<file path="src/hw/sptl_pkg.sv">
package sptl_pkg;

  // ---------------------------------------------------------------
  // Register map (byte offsets on the plain register port)
  // ---------------------------------------------------------------
  localparam int          ADDR_W      = 4;
  localparam logic [3:0]  CTRL_OFS    = 4'h0;
  localparam logic [3:0]  STATUS_OFS  = 4'h4;
  localparam logic [3:0]  MASK_OFS    = 4'h8;
  localparam logic [3:0]  ALARM_OFS   = 4'hC;

  // CTRL fields
  localparam int          CTRL_WRAP_BIT = 0;
  localparam logic        CTRL_WRAP_RST = 1'b0;

  // ALARM register fields
  localparam int          ALM_CODE_LSB  = 0;
  localparam int          ALM_ACT_BIT   = 8;
  localparam int          ALM_LOCK_BIT  = 9;
  localparam int          ALM_SCL_LSB   = 16;
  localparam int          ALM_OVF_BIT   = 22;

  // ---------------------------------------------------------------
  // Event bits, shared by STATUS and MASK
  // ---------------------------------------------------------------
  localparam int          SCALE_BITS  = 6;
  localparam int          EV_W        = 10;
  localparam int          EV_HOME     = 6;
  localparam int          EV_UNDEF    = 7;
  localparam int          EV_OVF      = 8;
  localparam int          EV_DRIVE    = 9;
  localparam logic [9:0]  STATUS_RST  = 10'h000;
  localparam logic [9:0]  MASK_RST    = 10'h000;

  // ---------------------------------------------------------------
  // Trip codes
  // ---------------------------------------------------------------
  localparam logic [7:0]  CODE_NONE       = 8'h00;
  localparam logic [7:0]  CODE_SCALE_BASE = 8'h32;
  localparam logic [7:0]  CODE_HOMING     = 8'h44;
  localparam logic [7:0]  CODE_UNDEF      = 8'h45;
  localparam logic [7:0]  CODE_OVF        = 8'h46;
  localparam logic [7:0]  CODE_DRIVE      = 8'h47;

  // ---------------------------------------------------------------
  // Present position span
  // ---------------------------------------------------------------
  localparam logic [31:0] POS_MAX = 32'h7FFF_FFFF;
  localparam logic [31:0] POS_MIN = 32'h8000_0001;
  localparam logic [31:0] POS_RST = 32'h0000_0000;

  typedef enum logic [1:0] {ST_CLEAR, ST_TRIP, ST_LOCK} sptl_alarm_e;

  typedef struct packed {
    logic [3:0]  addr;
    logic [31:0] wdata;
    logic        wr;
    logic        rd;
  } sptl_bus_req_s;

  typedef struct packed {
    logic start;
    logic active;
    logic error;
    logic done;
    logic param_ok;
  } sptl_home_s;

  typedef struct packed {
    logic cmd;
    logic param_ok;
    logic active;
    logic dir_ccw;
    logic step;
  } sptl_move_s;

endpackage

</file>
<file path="src/hw/sptl_pos_cnt.sv">
module sptl_pos_cnt (
  input  wire logic        clk,
  input  wire logic        rst,
  input  wire logic        step,
  input  wire logic        dir_up,
  input  wire logic        wrap_accept,
  output logic [31:0]      pos_reg,
  output logic             ovf_reg
);
  import sptl_pkg::*;

  logic at_top;
  logic at_bot;

  assign at_top = (pos_reg == POS_MAX);
  assign at_bot = (pos_reg == POS_MIN);

  // -----------------------------------------------------------------
  // Counter, held at the span edge when wrap is not accepted
  // -----------------------------------------------------------------
  always_ff @(posedge clk) begin
    if (rst) begin
      pos_reg <= POS_RST;
    end else if (step) begin
      if (dir_up && at_top) begin
        if (wrap_accept) begin
          pos_reg <= POS_MIN;
        end
      end else if (!dir_up && at_bot) begin
        if (wrap_accept) begin
          pos_reg <= POS_MAX;
        end
      end else if (dir_up) begin
        pos_reg <= pos_reg + 32'h0000_0001;
      end else begin
        pos_reg <= pos_reg - 32'h0000_0001;
      end
    end
  end

  // One-cycle overflow pulse
  always_ff @(posedge clk) begin
    if (rst) begin
      ovf_reg <= 1'b0;
    end else begin
      ovf_reg <= step && !wrap_accept &&
                 ((dir_up && at_top) || (!dir_up && at_bot));
    end
  end

endmodule

</file>
<file path="src/hw/sptl_top.sv">
// Summary of operation
// - Scale and overflow trips ignore alarm clear; others clear by it.
// - Scale fault bit n rising to one raises trip code 50 plus n.
// - Scale status trips stay latched until power-on reset.
// - Homing error, bad inhibit input, or bad homing parameter gives 68.
// - Step or jog commanded with unset or invalid parameter gives 69.
// - Position spans +/-2147483647; overflow without wrap accept gives 70.
// - After homing, inhibit in motion direction during step or jog gives 71.
// - Both over-travel inhibit inputs open together outside homing gives 71.
module sptl_top (
  input  wire logic                   MCLK,
  input  wire logic                   SRST,
  input  wire logic [5:0]             SCALE_FAULT_CODE,
  input  wire logic                   CCW_TRAVEL_INHIBIT,
  input  wire logic                   CW_TRAVEL_INHIBIT,
  input  wire logic                   ALARM_CLEAR,
  input  wire sptl_pkg::sptl_home_s   HOMING,
  input  wire sptl_pkg::sptl_move_s   MOTION,
  input  wire sptl_pkg::sptl_bus_req_s BUS,
  output logic [31:0]                 RDATA,
  output logic [31:0]                 POSITION,
  output logic [7:0]                  ERR_CODE,
  output logic                        ALARM,
  output logic                        ALARM_LOCKED,
  output logic                        IRQ
);
  import sptl_pkg::*;

  // -----------------------------------------------------------------
  // Declarations
  // -----------------------------------------------------------------
  sptl_alarm_e        state_reg;
  sptl_alarm_e        state_next;
  logic [5:0]         scale_prev_reg;
  logic [5:0]         scale_rise;
  logic [5:0]         scale_latch_reg;
  logic               ovf_latch_reg;
  logic               ovf_pulse;
  logic               wrap_reg;
  logic [EV_W-1:0]    status_reg;
  logic [EV_W-1:0]    mask_reg;
  logic [EV_W-1:0]    ev;
  logic [7:0]         code_reg;
  logic [7:0]         code_next;
  logic               both_open;
  logic               dir_inhibit;
  logic               ev_home;
  logic               ev_undef;
  logic               ev_drive;
  logic               any_ev;
  logic               nonclr_ev;
  logic               load_code;
  logic               rd_status;

  // -----------------------------------------------------------------
  // Scale status edge detect and latch
  // -----------------------------------------------------------------
  always_ff @(posedge MCLK) begin
    if (SRST) begin
      scale_prev_reg <= 6'h00;
    end else begin
      scale_prev_reg <= SCALE_FAULT_CODE;
    end
  end

  generate
    for (genvar i = 0; i < SCALE_BITS; i++) begin : g_scale
      assign scale_rise[i] = SCALE_FAULT_CODE[i] && !scale_prev_reg[i];
      // Only a reset releases the latch
      always_ff @(posedge MCLK) begin
        if (SRST) begin
          scale_latch_reg[i] <= 1'b0;
        end else if (scale_rise[i]) begin
          scale_latch_reg[i] <= 1'b1;
        end
      end
    end
  endgenerate

  // -----------------------------------------------------------------
  // Position counter
  // -----------------------------------------------------------------
  sptl_pos_cnt u_pos (
    .clk         (MCLK),
    .rst         (SRST),
    .step        (MOTION.step),
    .dir_up      (MOTION.dir_ccw),
    .wrap_accept (wrap_reg),
    .pos_reg     (POSITION),
    .ovf_reg     (ovf_pulse)
  );

  always_ff @(posedge MCLK) begin
    if (SRST) begin
      ovf_latch_reg <= 1'b0;
    end else if (ovf_pulse) begin
      ovf_latch_reg <= 1'b1;
    end
  end

  // -----------------------------------------------------------------
  // Fault detection
  // -----------------------------------------------------------------
  assign both_open   = CCW_TRAVEL_INHIBIT && CW_TRAVEL_INHIBIT;
  assign dir_inhibit = MOTION.dir_ccw ? CCW_TRAVEL_INHIBIT
                                      : CW_TRAVEL_INHIBIT;

  // A bad inhibit pair during homing is a homing fault, not a drive fault
  assign ev_home  = (HOMING.active && HOMING.error) ||
                    (HOMING.active && both_open) ||
                    (HOMING.start && !HOMING.param_ok);
  assign ev_undef = MOTION.cmd && !MOTION.param_ok;
  assign ev_drive = (HOMING.done && MOTION.active && dir_inhibit) ||
                    (both_open && !HOMING.active);

  always_comb begin
    ev           = '0;
    ev[5:0]      = scale_rise;
    ev[EV_HOME]  = ev_home;
    ev[EV_UNDEF] = ev_undef;
    ev[EV_OVF]   = ovf_pulse;
    ev[EV_DRIVE] = ev_drive;
  end

  assign any_ev    = |ev;
  assign nonclr_ev = (|scale_rise) || ovf_pulse;

  // Simultaneous faults: scale lowest bit, overflow, homing, data, drive
  always_comb begin
    code_next = CODE_NONE;
    if (ev_drive) begin
      code_next = CODE_DRIVE;
    end
    if (ev_undef) begin
      code_next = CODE_UNDEF;
    end
    if (ev_home) begin
      code_next = CODE_HOMING;
    end
    if (ovf_pulse) begin
      code_next = CODE_OVF;
    end
    for (int i = SCALE_BITS - 1; i >= 0; i--) begin
      if (scale_rise[i]) begin
        code_next = CODE_SCALE_BASE + 8'(i);
      end
    end
  end

  // -----------------------------------------------------------------
  // Alarm state
  // -----------------------------------------------------------------
  always_comb begin
    state_next = state_reg;
    case (state_reg)
      ST_CLEAR: begin
        if (nonclr_ev) begin
          state_next = ST_LOCK;
        end else if (any_ev) begin
          state_next = ST_TRIP;
        end
      end
      ST_TRIP: begin
        if (nonclr_ev) begin
          state_next = ST_LOCK;
        end else if (ALARM_CLEAR && !any_ev) begin
          state_next = ST_CLEAR;
        end
      end
      ST_LOCK: begin
        state_next = ST_LOCK;
      end
      default: begin
        state_next = ST_CLEAR;
      end
    endcase
  end

  always_ff @(posedge MCLK) begin
    if (SRST) begin
      state_reg <= ST_CLEAR;
    end else begin
      state_reg <= state_next;
    end
  end

  // A fault in the clearing cycle starts a fresh alarm, not lost
  assign load_code = any_ev &&
                     ((state_reg == ST_CLEAR) ||
                      (state_reg == ST_TRIP && ALARM_CLEAR && !nonclr_ev));

  always_ff @(posedge MCLK) begin
    if (SRST) begin
      code_reg <= CODE_NONE;
    end else if (load_code) begin
      code_reg <= code_next;
    end else if (state_next == ST_CLEAR) begin
      code_reg <= CODE_NONE;
    end
  end

  assign ERR_CODE     = code_reg;
  assign ALARM        = (state_reg != ST_CLEAR);
  assign ALARM_LOCKED = (state_reg == ST_LOCK);

  // -----------------------------------------------------------------
  // Register port
  // -----------------------------------------------------------------
  assign rd_status = BUS.rd && (BUS.addr == STATUS_OFS);

  always_ff @(posedge MCLK) begin
    if (SRST) begin
      wrap_reg <= CTRL_WRAP_RST;
    end else if (BUS.wr && BUS.addr == CTRL_OFS) begin
      wrap_reg <= BUS.wdata[CTRL_WRAP_BIT];
    end
  end

  always_ff @(posedge MCLK) begin
    if (SRST) begin
      mask_reg <= MASK_RST;
    end else if (BUS.wr && BUS.addr == MASK_OFS) begin
      mask_reg <= BUS.wdata[EV_W-1:0];
    end
  end

  // Read clears; a new event in the same cycle survives the clear
  always_ff @(posedge MCLK) begin
    if (SRST) begin
      status_reg <= STATUS_RST;
    end else if (rd_status) begin
      status_reg <= ev;
    end else begin
      status_reg <= status_reg | ev;
    end
  end

  assign IRQ = |(status_reg & mask_reg);

  // Read data stand only in the cycle after the strobe
  always_ff @(posedge MCLK) begin
    if (SRST) begin
      RDATA <= 32'h0000_0000;
    end else if (!BUS.rd) begin
      RDATA <= 32'h0000_0000;
    end else if (BUS.addr == CTRL_OFS) begin
      RDATA <= {31'h0000_0000, wrap_reg};
    end else if (BUS.addr == STATUS_OFS) begin
      RDATA <= {22'h00_0000, status_reg};
    end else if (BUS.addr == MASK_OFS) begin
      RDATA <= {22'h00_0000, mask_reg};
    end else if (BUS.addr == ALARM_OFS) begin
      RDATA <= {9'h000, ovf_latch_reg, scale_latch_reg, 6'h00,
                ALARM_LOCKED, ALARM, code_reg};
    end else begin
      RDATA <= 32'h0000_0000;
    end
  end

  // -----------------------------------------------------------------
  // Assertions
  // -----------------------------------------------------------------
  logic no_hi_home;
  logic no_hi_undef;
  logic no_hi_drive;

  assign no_hi_home  = !(|scale_rise) && !ovf_pulse;
  assign no_hi_undef = no_hi_home && !ev_home;
  assign no_hi_drive = no_hi_undef && !ev_undef;
endmodule

</file>
<file path="config.mk">
export PLATFORM = sky130hd
export DESIGN_NAME = sptl_top
export DESIGN_NICKNAME = d
export VERILOG_FILES = /design/src/hw/sptl_pkg.sv /design/src/hw/sptl_pos_cnt.sv /design/src/hw/sptl_top.sv
export SDC_FILE = /design/constraint.sdc
export NUM_CORES = 1
export LEC_CHECK = 0
export BUFFER_PORTS_ARGS = -buffer_cell sky130_fd_sc_hd__buf_2
export CELL_PAD_IN_SITES_DETAIL_PLACEMENT = 1
export CELL_PAD_IN_SITES_GLOBAL_PLACEMENT = 1
export CORE_ASPECT_RATIO = 1.75
export CORE_MARGIN = 8
export CORE_UTILIZATION = 36
export DETAILED_ROUTE_END_ITERATION = 10
export PLACE_DENSITY_LB_ADDON = 0.1
export SYNTH_ARGS = -nofsm -noshare
export SYNTH_HDL_FRONTEND = slang
export SYNTH_HIERARCHICAL = 1
export SYNTH_SLANG_ARGS = --single-unit
</file>
<file path="constraint.sdc">
create_clock -name MCLK -period 6 [get_ports MCLK]
set_input_delay 1.5 -clock MCLK [delete_from_list [all_inputs] [get_ports MCLK]]
set_output_delay 1.5 -clock MCLK [all_outputs]
set_load 0.02 [all_outputs]
</file>
* After elaboration in Yosys (flattened, before gate mapping)
Index checks and enable logic that the tools add are counted.
** Word-level totals
- Register bits :: 94
- Memories :: 0
- Output and inout port bits :: 75
- Bits of input ports :: 59
- Memory bits (writable) :: 0
- Latch bits :: 0
- Word-level logic and storage cells :: 117
- ROM bits :: 0
** Operators by class
- Reduce and logical (&&, ||, !) cells :: 56
- $lt $le $gt $ge :: 0
- $add $sub $neg :: 2
- Shifts and indexed selects :: 0
- Equal/unequal tests :: 9
- Multiplexer cells :: 28
- Bitwise gates (word level) :: 4
- Multipliers :: 0
- Divide/modulo/power cells :: 0
** Operators by type and width (number)
- $mux W32 :: 5
- $mux W8 :: 11
- $mux W10 :: 4
- $add A32 B1 Y32 const B :: 1
- $eq A32 B31 Y1 const B :: 1
- $eq A32 B32 Y1 const B :: 1
- $sub A32 B1 Y32 const B :: 1
- $logic_and A1 B1 Y1 :: 25
- $reduce_or A10 Y1 :: 2
- $logic_not A1 Y1 :: 13
- $reduce_or A6 Y1 :: 2
- $and A10 B10 Y10 :: 1
- $or A10 B10 Y10 :: 1
- $eq A4 B4 Y1 const B :: 2
- $mux W2 :: 4
- $mux W7 :: 1
- $logic_or A1 B1 Y1 :: 6
- $pmux W2 S3 :: 1
- $eq A4 B3 Y1 const B :: 1
- $logic_not A2 Y1 :: 2
- $logic_not A4 Y1 :: 1
- $ne A2 B2 Y1 const B :: 2
- $reduce_bool A2 Y1 :: 2
- $reduce_and A3 Y1 :: 1
- other kinds (6) :: 8

* Longest topological paths before layout
Gate-level depths: netlist (run 1).
- Depth after elaboration :: 14
- Gate-level depth with buffers :: 12
- Depth with buffers taken out :: 11

* Hierarchy
Netlist (run 1), hierarchy kept.
** Modules (own cells, without submodules)
- sptl_pos_cnt :: area each 3025.4 µm², cells an instance 404, seq. area each 660.6 µm², instances 1
- sptl_top :: area each 2503.7 µm², cells an instance 289, seq. area each 1161.1 µm², instances 1

* Worst setup path before layout (run 1)
OpenSTA, ideal clock, no wires.
- Kind :: input-to-reg
- Start :: input MOTION[1] (netlist name)
- End :: register u_pos.pos_reg[31]
- Setup slack :: 1.709 ns
- Data required time :: 5.879 ns
- Data arrival time :: 4.170 ns
- Stages :: 11
- Path through :: inv_1 ha_1 nor3_1 or3_1 or3_1 or3_1 a21oi_1 o22a_1 a31oi_1 xnor2_1 o2bb2ai_1
** Between the ends
- Longest elaborated chain between the ends :: 4
- Elaborated cells between the ends (all ways) :: 9
** Ends and longest elaborated chain
- start: declaration :: line sptl_top.sv:18 : input wire sptl_pkg::sptl_move_s MOTION,
- $logic_not A1 Y1 :: line sptl_pos_cnt.sv:29 : end else if (!dir_up && at_bot) begin
- $logic_and A1 B1 Y1 :: line sptl_pos_cnt.sv:29
- $ne A2 B2 Y1 (no line) or $mux W32 (tied branches)
- $reduce_and A3 Y1 (no line) or $mux W32 (tied branches)
- end signal: assignment :: line sptl_pos_cnt.sv:34 : pos_reg <= pos_reg + 32'h0000_0001;
- end signal: assignment :: line sptl_pos_cnt.sv:36 : pos_reg <= pos_reg - 32'h0000_0001;
- end: declaration :: line sptl_pos_cnt.sv:7 : output logic [31:0] pos_reg,
Several ways; a longest one is shown, not always the timed one.
A chain may end at the register's enable or synchronous reset.

* Worst setup path after layout (run 1)
- Start :: input MOTION[1] (netlist name)
- End :: register u_pos.pos_reg[28]
Same word-level chain as after synthesis.

==> results.cfg, run 1 <==
[setup_path]
worstSetupPathType = in -> reg
cp-start-kind = primary input
reg2reg_from = u_pos/pos_reg[1]$_SDFFE_PP0P_
worstSetupStartpoint = MOTION[1]
reg2reg_depth = 11
critical_path_arrival_ps = 4820
end_kind = register
cp_max_fo = 11
critPathRequiredTime_ps = 6220

[die]
dieWidth_um = 109.7
die_h_um = 179.9
ios = 134
dieArea_sq_mm = 0.01974
core_area_sq_mm = 0.01524
rows = 60
start_util_pct = 36.28

[power_and_ir_drop]
p_per_area_mw_per_mm2 = 293.9
clock_power_share_pct = 30.4
p_comb_share_pct = 31.6
netSwitchingFraction_pct = 37.59
p_leak_nw = 2.863
irDropWorstVdd_mv = 0.1210
switchingPower_mw = 0.7058
seqPwrFrac_pct = 38.0
finalPower_mw = 1.878
p_int_mw = 1.172

[placed_design]
finalWeightedCongestion = 0.8406
place_area_sq_mm = 0.006093
place_ws_ps = 1104
numPortBuffers = 94
placed_cells = 951
place_hpwl_um = 14830

[yosys]
yosysMostFrequentCell = dfxtp_1
synth_seq_cells = 91
synth_cell_types = 73
synth_common_cells = 91 x dfxtp_1, 90 x a21oi_1, 73 x nand2_1, 62 x nor2_1, 36 x o21ai_0
async_flop_share_pct = 0
yosysWarnings = 6
synth_compound_area_share_pct = 24.44
synth_area_leaders = dfxtp_1 33%, a21oi_1 8.1%, ha_1 6.8%, nand2_1 5.0%, nor2_1 4.2%
synth_flop_cell = dfxtp_1
yosys.area_share.simple_pct = 25.50
synthMuxAreaShare_pct = 0.1810
synth_area_per_cell_sq_um = 7.978
synth_edf_count = 0
synth_area_sq_mm = 0.005529
yosysTopAreaCell = dfxtp_1
ys_seq_area_share_pct = 32.95
synth_cells = 693
yosys.area_share.adder_pct = 7.151
synth_xor_area_share_pct = 3.802
synth_top_area_share_pct = 32.95
synth_top_family_by_area = simple AND/OR/NAND/NOR gates

[timing]
max_slew_margin_pct = 34.99
fin_crit_sh_pct = 76.57
slew_viol_final = 0
fmax_ghz = 0.2177
worst_slack_ps = 1406
finalClockSkew_ps = 11.70
whs_ps = 460.2
rsz0062_at_grt = no
min_period_ps = 4594
tightest_slew_ps = 966.3
setup_viol = 0
fin_setup_tns_ps = 0
hold_violations = 0

[clock_network]
cts_sinks = 91
cts-root-buf = clkbuf_16
tritoncts = done
cts_htree_levels = 3
cts-resized-gates = 0
cts_hold_buffers = 0
clk_pin_slew_ps = 80
clkLatencyLatePin_ps = 350
cts_setup_buffers = 0
cts_buffer_depth = 2
cts_buffers = 9

[drt]
wl_per_cell_um = 19.51
ant_nets = 0
first_pass_iters = 4
vias_per_cell = 5.636
wl_um = 18880
drc = 0
vias = 5456
first_iter_violations = 233

[flow_run]
cap_viol_max_count = 0

[layout]
fin_util_pct = 41.92
synthToLayoutAreaGrowth_pct = 15.55
fin_area_sq_mm = 0.006389
drive_gt1_share_pct = 18.05
fin_nets = 866
largest_reg_flops = 32
final_cells = 968

[global_routing]
grt_pass1_wl_um = 30310
grt_remaining_overflow = 0
grt_antenna_before_repair = 1
grt_pass1_vias = 5781
grt_start_max_net_pins = 39
track_usage_pct = 19.34

[hold_path]
hold_class = reg -> reg
worstHoldStart = scale_latch_reg[5]$_SDFFE_PP0P_
worstHoldPathCells = 1

[run_status]
outcome = finished, final reports clean
## layout make-up
| type | instances | area (sq um) |
|---|---|---|
| Fill cell | 1903 | 8851 |
| Multi-Input combinational cell | 554 | 3441 |
| Sequential cell | 91 | 1822 |
| Timing Repair Buffer | 102 | 530.5 |
| Tap cell | 186 | 232.7 |
| Clock buffer | 9 | 225.2 |
| Clock inverter | 7 | 67.56 |
| Inverter | 18 | 67.56 |
| Antenna cell | 1 | 2.502 |
## logic make-up after synthesis
logic type | Yosys count
adder cells (fa/ha/maj) | 31
AND/OR/NAND/NOR | 268
XOR/XNOR | 24
other | 1
flip-flops | 91
buffers and inverters | 64
multiplexers | 1
AO/OA/AOI/OAI | 213
## placed cells by master, fill, tap and decap left out, types with 4 or more instances in the layout
cell	n
nand2b_1	11
clkbuf_16	9
and3_1	5
o21ai_0	36
and2_1	9
buf_4	8
ha_1	30
a22oi_1	6
nor2b_1	9
a211oi_1	8
and2b_1	4
nand3_1	21
buf_2	94
or3_1	4
inv_1	15
a211o_1	6
xor2_1	5
a21oi_1	90
nor4_1	13
a31oi_1	6
nand2_1	73
o21bai_1	6
conb_1	17
dfxtp_1	91
xnor2_1	19
nor3_1	17
nor2_1	62
nand4_1	16
a21o_1	20
## power groups by stage
stage               Combinational [mW]  Clock [mW]  Sequential (mW)
CTS                              0.596       0.585            0.715
detailed placement               0.592           0            0.729
finish                           0.593       0.571            0.714
floorplan                        0.393           0            0.753
global route                     0.653       0.610            0.723
global placement                 0.578           0            0.727
## worst paths after layout
| path | endpoint | slack (ps) |
|---|---|---|
| worst min-delay path | RDATA[21]$_SDFF_PP0_ | 460 |
| worst max register to register | u_pos/pos_reg[28]$_SDFFE_PP0P_ | 2350 |
| worst min register to register | RDATA[21]$_SDFF_PP0_ | 460 |
| worst max-delay path | u_pos/pos_reg[28]$_SDFFE_PP0P_ | 1410 |
## metal layers
layer	global-route usage [%]	vias to the layer above	wire, um
li1	-	2662	-
met1	19.19	2660	6932
met2	37.42	100	10580
met3	2.758	34	640
met4	8.207	0	728
met5	0	-	0
## worst max-delay path, cell delays in order
cell       delay (ps)
buf_2             190
inv_1             250
ha_1              430
and2b_1           170
o2111ai_1         140
a21oi_1           230
o22ai_1           210
o31ai_1           530
a32oi_1           220
o31ai_1           420
a2111oi_0         140
a2111oi_1         390
Note: power is estimated with default switching activity, not from simulation.
==> run 2, diff against run 1 <==
--- a/config.mk
+++ b/config.mk
@@ -5,6 +5,7 @@
 export SDC_FILE = /design/constraint.sdc
 export NUM_CORES = 1
 export LEC_CHECK = 0
+export ABC_AREA = 1
 export BUFFER_PORTS_ARGS = -buffer_cell sky130_fd_sc_hd__buf_2
 export CELL_PAD_IN_SITES_DETAIL_PLACEMENT = 1
 export CELL_PAD_IN_SITES_GLOBAL_PLACEMENT = 1
==> constraint.sdc (replaced) <==
create_clock -name MCLK -period 4.4 [get_ports MCLK]
set_input_delay 1.1 -clock MCLK [delete_from_list [all_inputs] [get_ports MCLK]]
set_output_delay 1.1 -clock MCLK [all_outputs]
set_load 0.02 [all_outputs]
==> results.cfg, run 2 <==
[run_status]
outcome = finished, final reports clean

[clock_network]
cts_buffers = 9
clkLatencyLatePin_ps = 350
cts_setup_buffers = 0
tritoncts = done
cts-resized-gates = 0
cts_hold_buffers = 0
cts-root-buf = clkbuf_16
clk_pin_slew_ps = 70
cts_buffer_depth = 2
cts_htree_levels = 3
cts_sinks = 91

[drt]
ant_nets = 0
vias = 7074
drc = 0
vias_per_cell = 4.923
wl_per_cell_um = 16.98
wl_um = 24410
first_iter_violations = 239
first_pass_iters = 4

[hold_path]
hold_class = reg -> reg
whs_endpoint = RDATA[19]$_SDFF_PP0_
worstHoldPathCells = 2
worstHoldStart = scale_latch_reg[3]$_SDFFE_PP0P_

[power_and_ir_drop]
p_leak_nw = 4.017
p_int_mw = 1.608
clock_power_share_pct = 31.8
switchingPower_mw = 1.001
netSwitchingFraction_pct = 38.38
p_comb_share_pct = 31.7
finalPower_mw = 2.609
irDropWorstVdd_mv = 0.1519
p_per_area_mw_per_mm2 = 348.0
seqPwrFrac_pct = 36.5

[yosys]
yosysMostFrequentCell = nand2_1
synth_flop_cell = dfxtp_1
yosysWarnings = 6
yosysTopAreaCell = dfxtp_1
ys_seq_area_share_pct = 27.78
async_flop_share_pct = 0
synth_cells = 1105
synth_seq_cells = 91
synth_area_sq_mm = 0.006559
synth_edf_count = 0
synth_top_area_share_pct = 27.78
synth_cell_types = 38
synth_area_per_cell_sq_um = 5.936
synth_common_cells = 362 x nand2_1, 200 x inv_1, 95 x nor2_1, 91 x dfxtp_1, 90 x nand3_1
synth_area_leaders = dfxtp_1 28%, nand2_1 21%, inv_1 11%, nand3_1 6.9%, a21oi_1 6.4%

[placed_design]
finalWeightedCongestion = 0.9725
numPortBuffers = 94
placed_cells = 1421
place_hpwl_um = 20250

[layout]
largest_reg_flops = 32
diodes = 0
fin_nets = 1288
layout_common_cells = 362 x nand2_1, 200 x inv_1, 95 x nor2_1, 94 x buf_2, 91 x dfxtp_1
final_cells = 1437
synthToLayoutAreaGrowth_pct = 14.31
fin_util_pct = 41.71
drive_gt1_share_pct = 12.39
layout_commonest_cell = nand2_1

[timing]
setup_viol = 0
fmax_ghz = 0.2987
slew_viol_final = 0
min_period_ps = 3348
rsz0062_at_grt = no
tightest_slew_ps = 748.9
fin_crit_sh_pct = 76.08
max_slew_margin_pct = 49.93
finalClockSkew_ps = 8.311
hold_violations = 0
fin_setup_tns_ps = 0

[setup_path]
end_kind = register
reg2reg_from = u_pos/pos_reg[0]$_SDFFE_PP0P_
critical_path_arrival_ps = 3560
cp-start-kind = primary input
critPathRequiredTime_ps = 4610
rrSetupSlack_ps = 1870
cp_max_fo = 12
reg2reg_depth = 12
worstSetupPathType = in -> reg
r2r_end = u_pos/pos_reg[28]$_SDFFE_PP0P_

[die]
start_util_pct = 36.49
dieWidth_um = 118.0
rows = 65
core_area_sq_mm = 0.01797
ios = 134
dieArea_sq_mm = 0.02296
die_h_um = 194.6

[global_routing]
grt_pass1_wl_um = 39400
grt_antenna_before_repair = 0
grt_pass1_vias = 7464
track_usage_pct = 21.68
grt_start_max_net_pins = 64
grt_remaining_overflow = 0

[flow_run]
cap_viol_max_count = 0
[run 2: worst max path at each step]
stage / from / end / slack, ps / depth (start not counted)
2_1_floorplan: MOTION[1] / u_pos/pos_reg[23]$_SDFFE_PP0P_ / 1260 / 14
3_3_place_gp: MOTION[1] / u_pos/pos_reg[28]$_SDFFE_PP0P_ / 720 / 15
6_report: MOTION[1] / u_pos/pos_reg[30]$_SDFFE_PP0P_ / 1050 / 17
5_1_grt: MOTION[1] / u_pos/pos_reg[26]$_SDFFE_PP0P_ / 740 / 17
3_5_place_dp: MOTION[1] / u_pos/pos_reg[30]$_SDFFE_PP0P_ / 670 / 17
4_1_cts: MOTION[1] / u_pos/pos_reg[30]$_SDFFE_PP0P_ / 1050 / 17
[run 2: per-stage QoR]
stage	hold slack (ps)	worst slack [ps]	instance area, sq um
floorplan	416.0	1260	6619
global placement	426.6	722.2	7188
detailed placement	432.5	669.9	7188
CTS	443.5	1053	7497
global route	460.4	740.0	7497
finish	436.9	1052	7497
[run 2: cells by family after synthesis]
family | synth area share [%]
simple gates | 39.45
fa+ha+maj | 6.028
flops | 27.78
compound gates | 10.53
buf+inv | 15.49
other cells | 0.05718
xor+xnor | 0.6678
[run 2: layout make-up]
type,instances,area (sq um)
clock inverter,6,70.07
fill,2597,10480
sequential,91,1822
timing repair buffer,101,523.0
clock buffer,10,239.0
tap,234,292.8
multi-input combinational,790,3781
inverter,205,769.5
[run 2: critical path: stages]
cell and delay [ps]:
buf_2 160, inv_1 280, buf_4 290, buf_4 190, ha_1 300, nand2_1 110
inv_1 50, nand2_1 90, inv_1 80, a21oi_1 200, nand2_1 250, nand2_1 160
nand2_1 60, nand2_1 60, nand3_1 60, nand2_1 60, a21oi_1 50
[run 2: metal layers]
layer / track usage, % / share of wire [%]
met1: 19.15 / 35
met2: 44.45 / 58
met5: 0 / 0
met3: 2.844 / 2.3
met4: 13.17 / 5.5
[run 2: power by group through the flow]
stage	Clock (mW)	Combinational, mW	Sequential (mW)
6_report	0.829	0.828	0.952
3_5_place_dp	0	0.832	0.973
3_3_place_gp	0	0.820	0.971
4_1_cts	0.852	0.838	0.955
2_1_floorplan	0	0.554	0.987
5_1_grt	0.887	0.938	0.961
==> run 3, diff against run 2 <==
--- a/config.mk
+++ b/config.mk
@@ -5,7 +5,7 @@
 export SDC_FILE = /design/constraint.sdc
 export NUM_CORES = 1
 export LEC_CHECK = 0
-export ABC_AREA = 1
+export ABC_AREA = 0
 export BUFFER_PORTS_ARGS = -buffer_cell sky130_fd_sc_hd__buf_2
 export CELL_PAD_IN_SITES_DETAIL_PLACEMENT = 1
 export CELL_PAD_IN_SITES_GLOBAL_PLACEMENT = 1
==> constraint.sdc (replaced) <==
create_clock -name MCLK -period 3.02 [get_ports MCLK]
set_input_delay 0.755 -clock MCLK [delete_from_list [all_inputs] [get_ports MCLK]]
set_output_delay 0.755 -clock MCLK [all_outputs]
set_load 0.02 [all_outputs]
==> results.cfg, run 3 (same netlist as run 1, synthesis figures left out) <==
[run_status]
outcome = finished, violations left
violations = negative setup slack

[die]
start_util_pct = 36.28
die_h_um = 179.9
rows = 60
core_area_sq_mm = 0.01524
dieWidth_um = 109.7
dieArea_sq_mm = 0.01974
ios = 134

[layout]
fin_nets = 976
synthToLayoutAreaGrowth_pct = 38.58
fin_area_sq_mm = 0.007662
layout_commonest_cell = buf_4
layout_common_cells = 111 x buf_4, 93 x buf_2, 91 x dfxtp_1, 82 x a21oi_1, 73 x nand2_1
diodes = 0
drive_gt1_share_pct = 33.33
fin_util_pct = 50.28
largest_reg_flops = 32
fillCellCount = 1882

[clock_network]
clk_pin_slew_ps = 80
clkLatencyLatePin_ps = 360
cts_buffers = 9
cts_htree_levels = 3
cts_buffer_depth = 2
cts_sinks = 91
cts_hold_buffers = 0
tritoncts = done
cts-root-buf = clkbuf_16

[setup_path]
worstSetupPathType = in -> reg
critical_path.cell_chain = buf_12 -> clkinvlp_4 -> ha_4 -> nor2_1 -> or3_4 -> or3_4 -> or3_4 -> nand3b_1 -> a21oi_4 -> xnor2_1 -> a221o_1
reg2reg_depth = 13
end_kind = register
crit_buf_inv = 2
path_delay_family = simple AND/OR/NAND/NOR gates
slowest_delay_ps = 410
cp_max_fo = 5
critPathRequiredTime_ps = 3260
critical_path_arrival_ps = 3310
worst_path_max_delay_cell = or3_4
cp_common_cell = or3_4
cp-start-kind = primary input
cp.depth = 11

[placed_design]
finalWeightedCongestion = 0.9339
place_hpwl_um = 16590
numPortBuffers = 94
place_ws_ps = -806.3
place_area_sq_mm = 0.006850

[drt]
first_iter_violations = 176
drc = 0
wl_um = 21670
ant_nets = 0
vias_per_cell = 5.564
first_pass_iters = 4
vias = 5992
wl_per_cell_um = 20.12

[hold_path]
hold_class = reg -> reg
worstHoldPathCells = 1

[timing]
tightest_slew_ps = 683.8
fmax_ghz = 0.3263
min_period_ps = 3065
fin_crit_sh_pct = 101.5
finalClockSkew_ps = 19.11
slew_viol_final = 0
hold_violations = 0
max_slew_margin_pct = 53.99
rsz0062_at_grt = yes
setup_viol = 7
whs_ps = 465.7
worst_slack_ps = -44.75

[global_routing]
track_usage_pct = 21.79
met2_usage_pct = 42.20
grt_pass1_wl_um = 33780
use_met1_pct = 20.50
top_usage_layer = met2
grt_antenna_before_repair = 1
grt_pass1_vias = 6570
grt_remaining_overflow = 0
grt_start_max_net_pins = 28
met3_usage_pct = 3.653

[power_and_ir_drop]
netSwitchingFraction_pct = 37.60
p_leak_nw = 3.446
irDropWorstVdd_mv = 0.2937
switchingPower_mw = 1.584
p_int_mw = 2.629
p_comb_share_pct = 39.3
clock_power_share_pct = 27.2
seqPwrFrac_pct = 33.5
p_per_area_mw_per_mm2 = 549.9

[flow_run]
cap_viol_max_count = 0
## run 3: power groups by stage
stage | clock [mW] | sequential, mW | combinational (mW)
2_1_floorplan | 0 | 1.50 | 0.780
4_1_cts | 1.17 | 1.41 | 1.56
6_report | 1.15 | 1.41 | 1.65
3_3_place_gp | 0 | 1.42 | 1.41
3_5_place_dp | 0 | 1.43 | 1.46
5_1_grt | 1.23 | 1.42 | 1.79
## run 3: path summary, 6_finish.rpt
| kind | slack, ps | end | from |
|---|---|---|---|
| worst max-delay path | -40 | u_pos/pos_reg[21]$_SDFFE_PP0P_ | MOTION[1] |
| worst min-delay path | 470 | RDATA[19]$_SDFF_PP0_ | scale_latch_reg[3]$_SDFFE_PP0P_ |
| worst max register to register | 160 | u_pos/pos_reg[28]$_SDFFE_PP0P_ | u_pos/pos_reg[0]$_SDFFE_PP0P_ |
| worst min register to register | 470 | RDATA[19]$_SDFF_PP0_ | scale_latch_reg[3]$_SDFFE_PP0P_ |
## run 3: metal layers
| layer | vias up | share of wire (%) |
|---|---|---|
| met5 | - | 0.037 |
| met2 | 138 | 57 |
| met3 | 48 | 3.8 |
| li1 | 2861 | - |
| met4 | 2 | 4.2 |
| met1 | 2943 | 35 |
## run 3: through the flow
stage	cells	total power, mW	TNS [ps]
2_1_floorplan	709	2.276	-4905
3_3_place_gp	1048	2.833	-9978
3_5_place_dp	1048	2.884	-12240
4_1_cts	1069	4.140	-12.25
5_1_grt	1077	4.442	-903.6
6_report	1077	4.213	-140.7
## run 3: repair_timing
item / in CTS / in global routing
gates resized for setup: 47 / 27
hold endpoints to repair: 0 / 0
cloned: 1 / 0
pin swaps: 10 / 26
endpoints found under the setup margin: 17 / 16
setup buffers: 4 / 9
## run 3: layout make-up
type	instances	area (sq um)	share of cell area (%)
clock inverters	7	67.56	0.8818
flip-flops and latches	91	1822	23.78
repair inverters	1	7.507	0.09798
clock buffers	9	225.2	2.939
inverters	18	71.32	0.9308
well taps	186	232.7	3.037
repair buffers	211	1404	18.32
multi-input cells	554	3832	50.02
## run 3: worst register-to-register path, delay by kind of cell (launching register included)
kind,cells,cell delay [ps]
simple gates,1,250
fa+ha+maj,1,430
buf+inv,3,370
compound gates,8,1350
flops,1,360
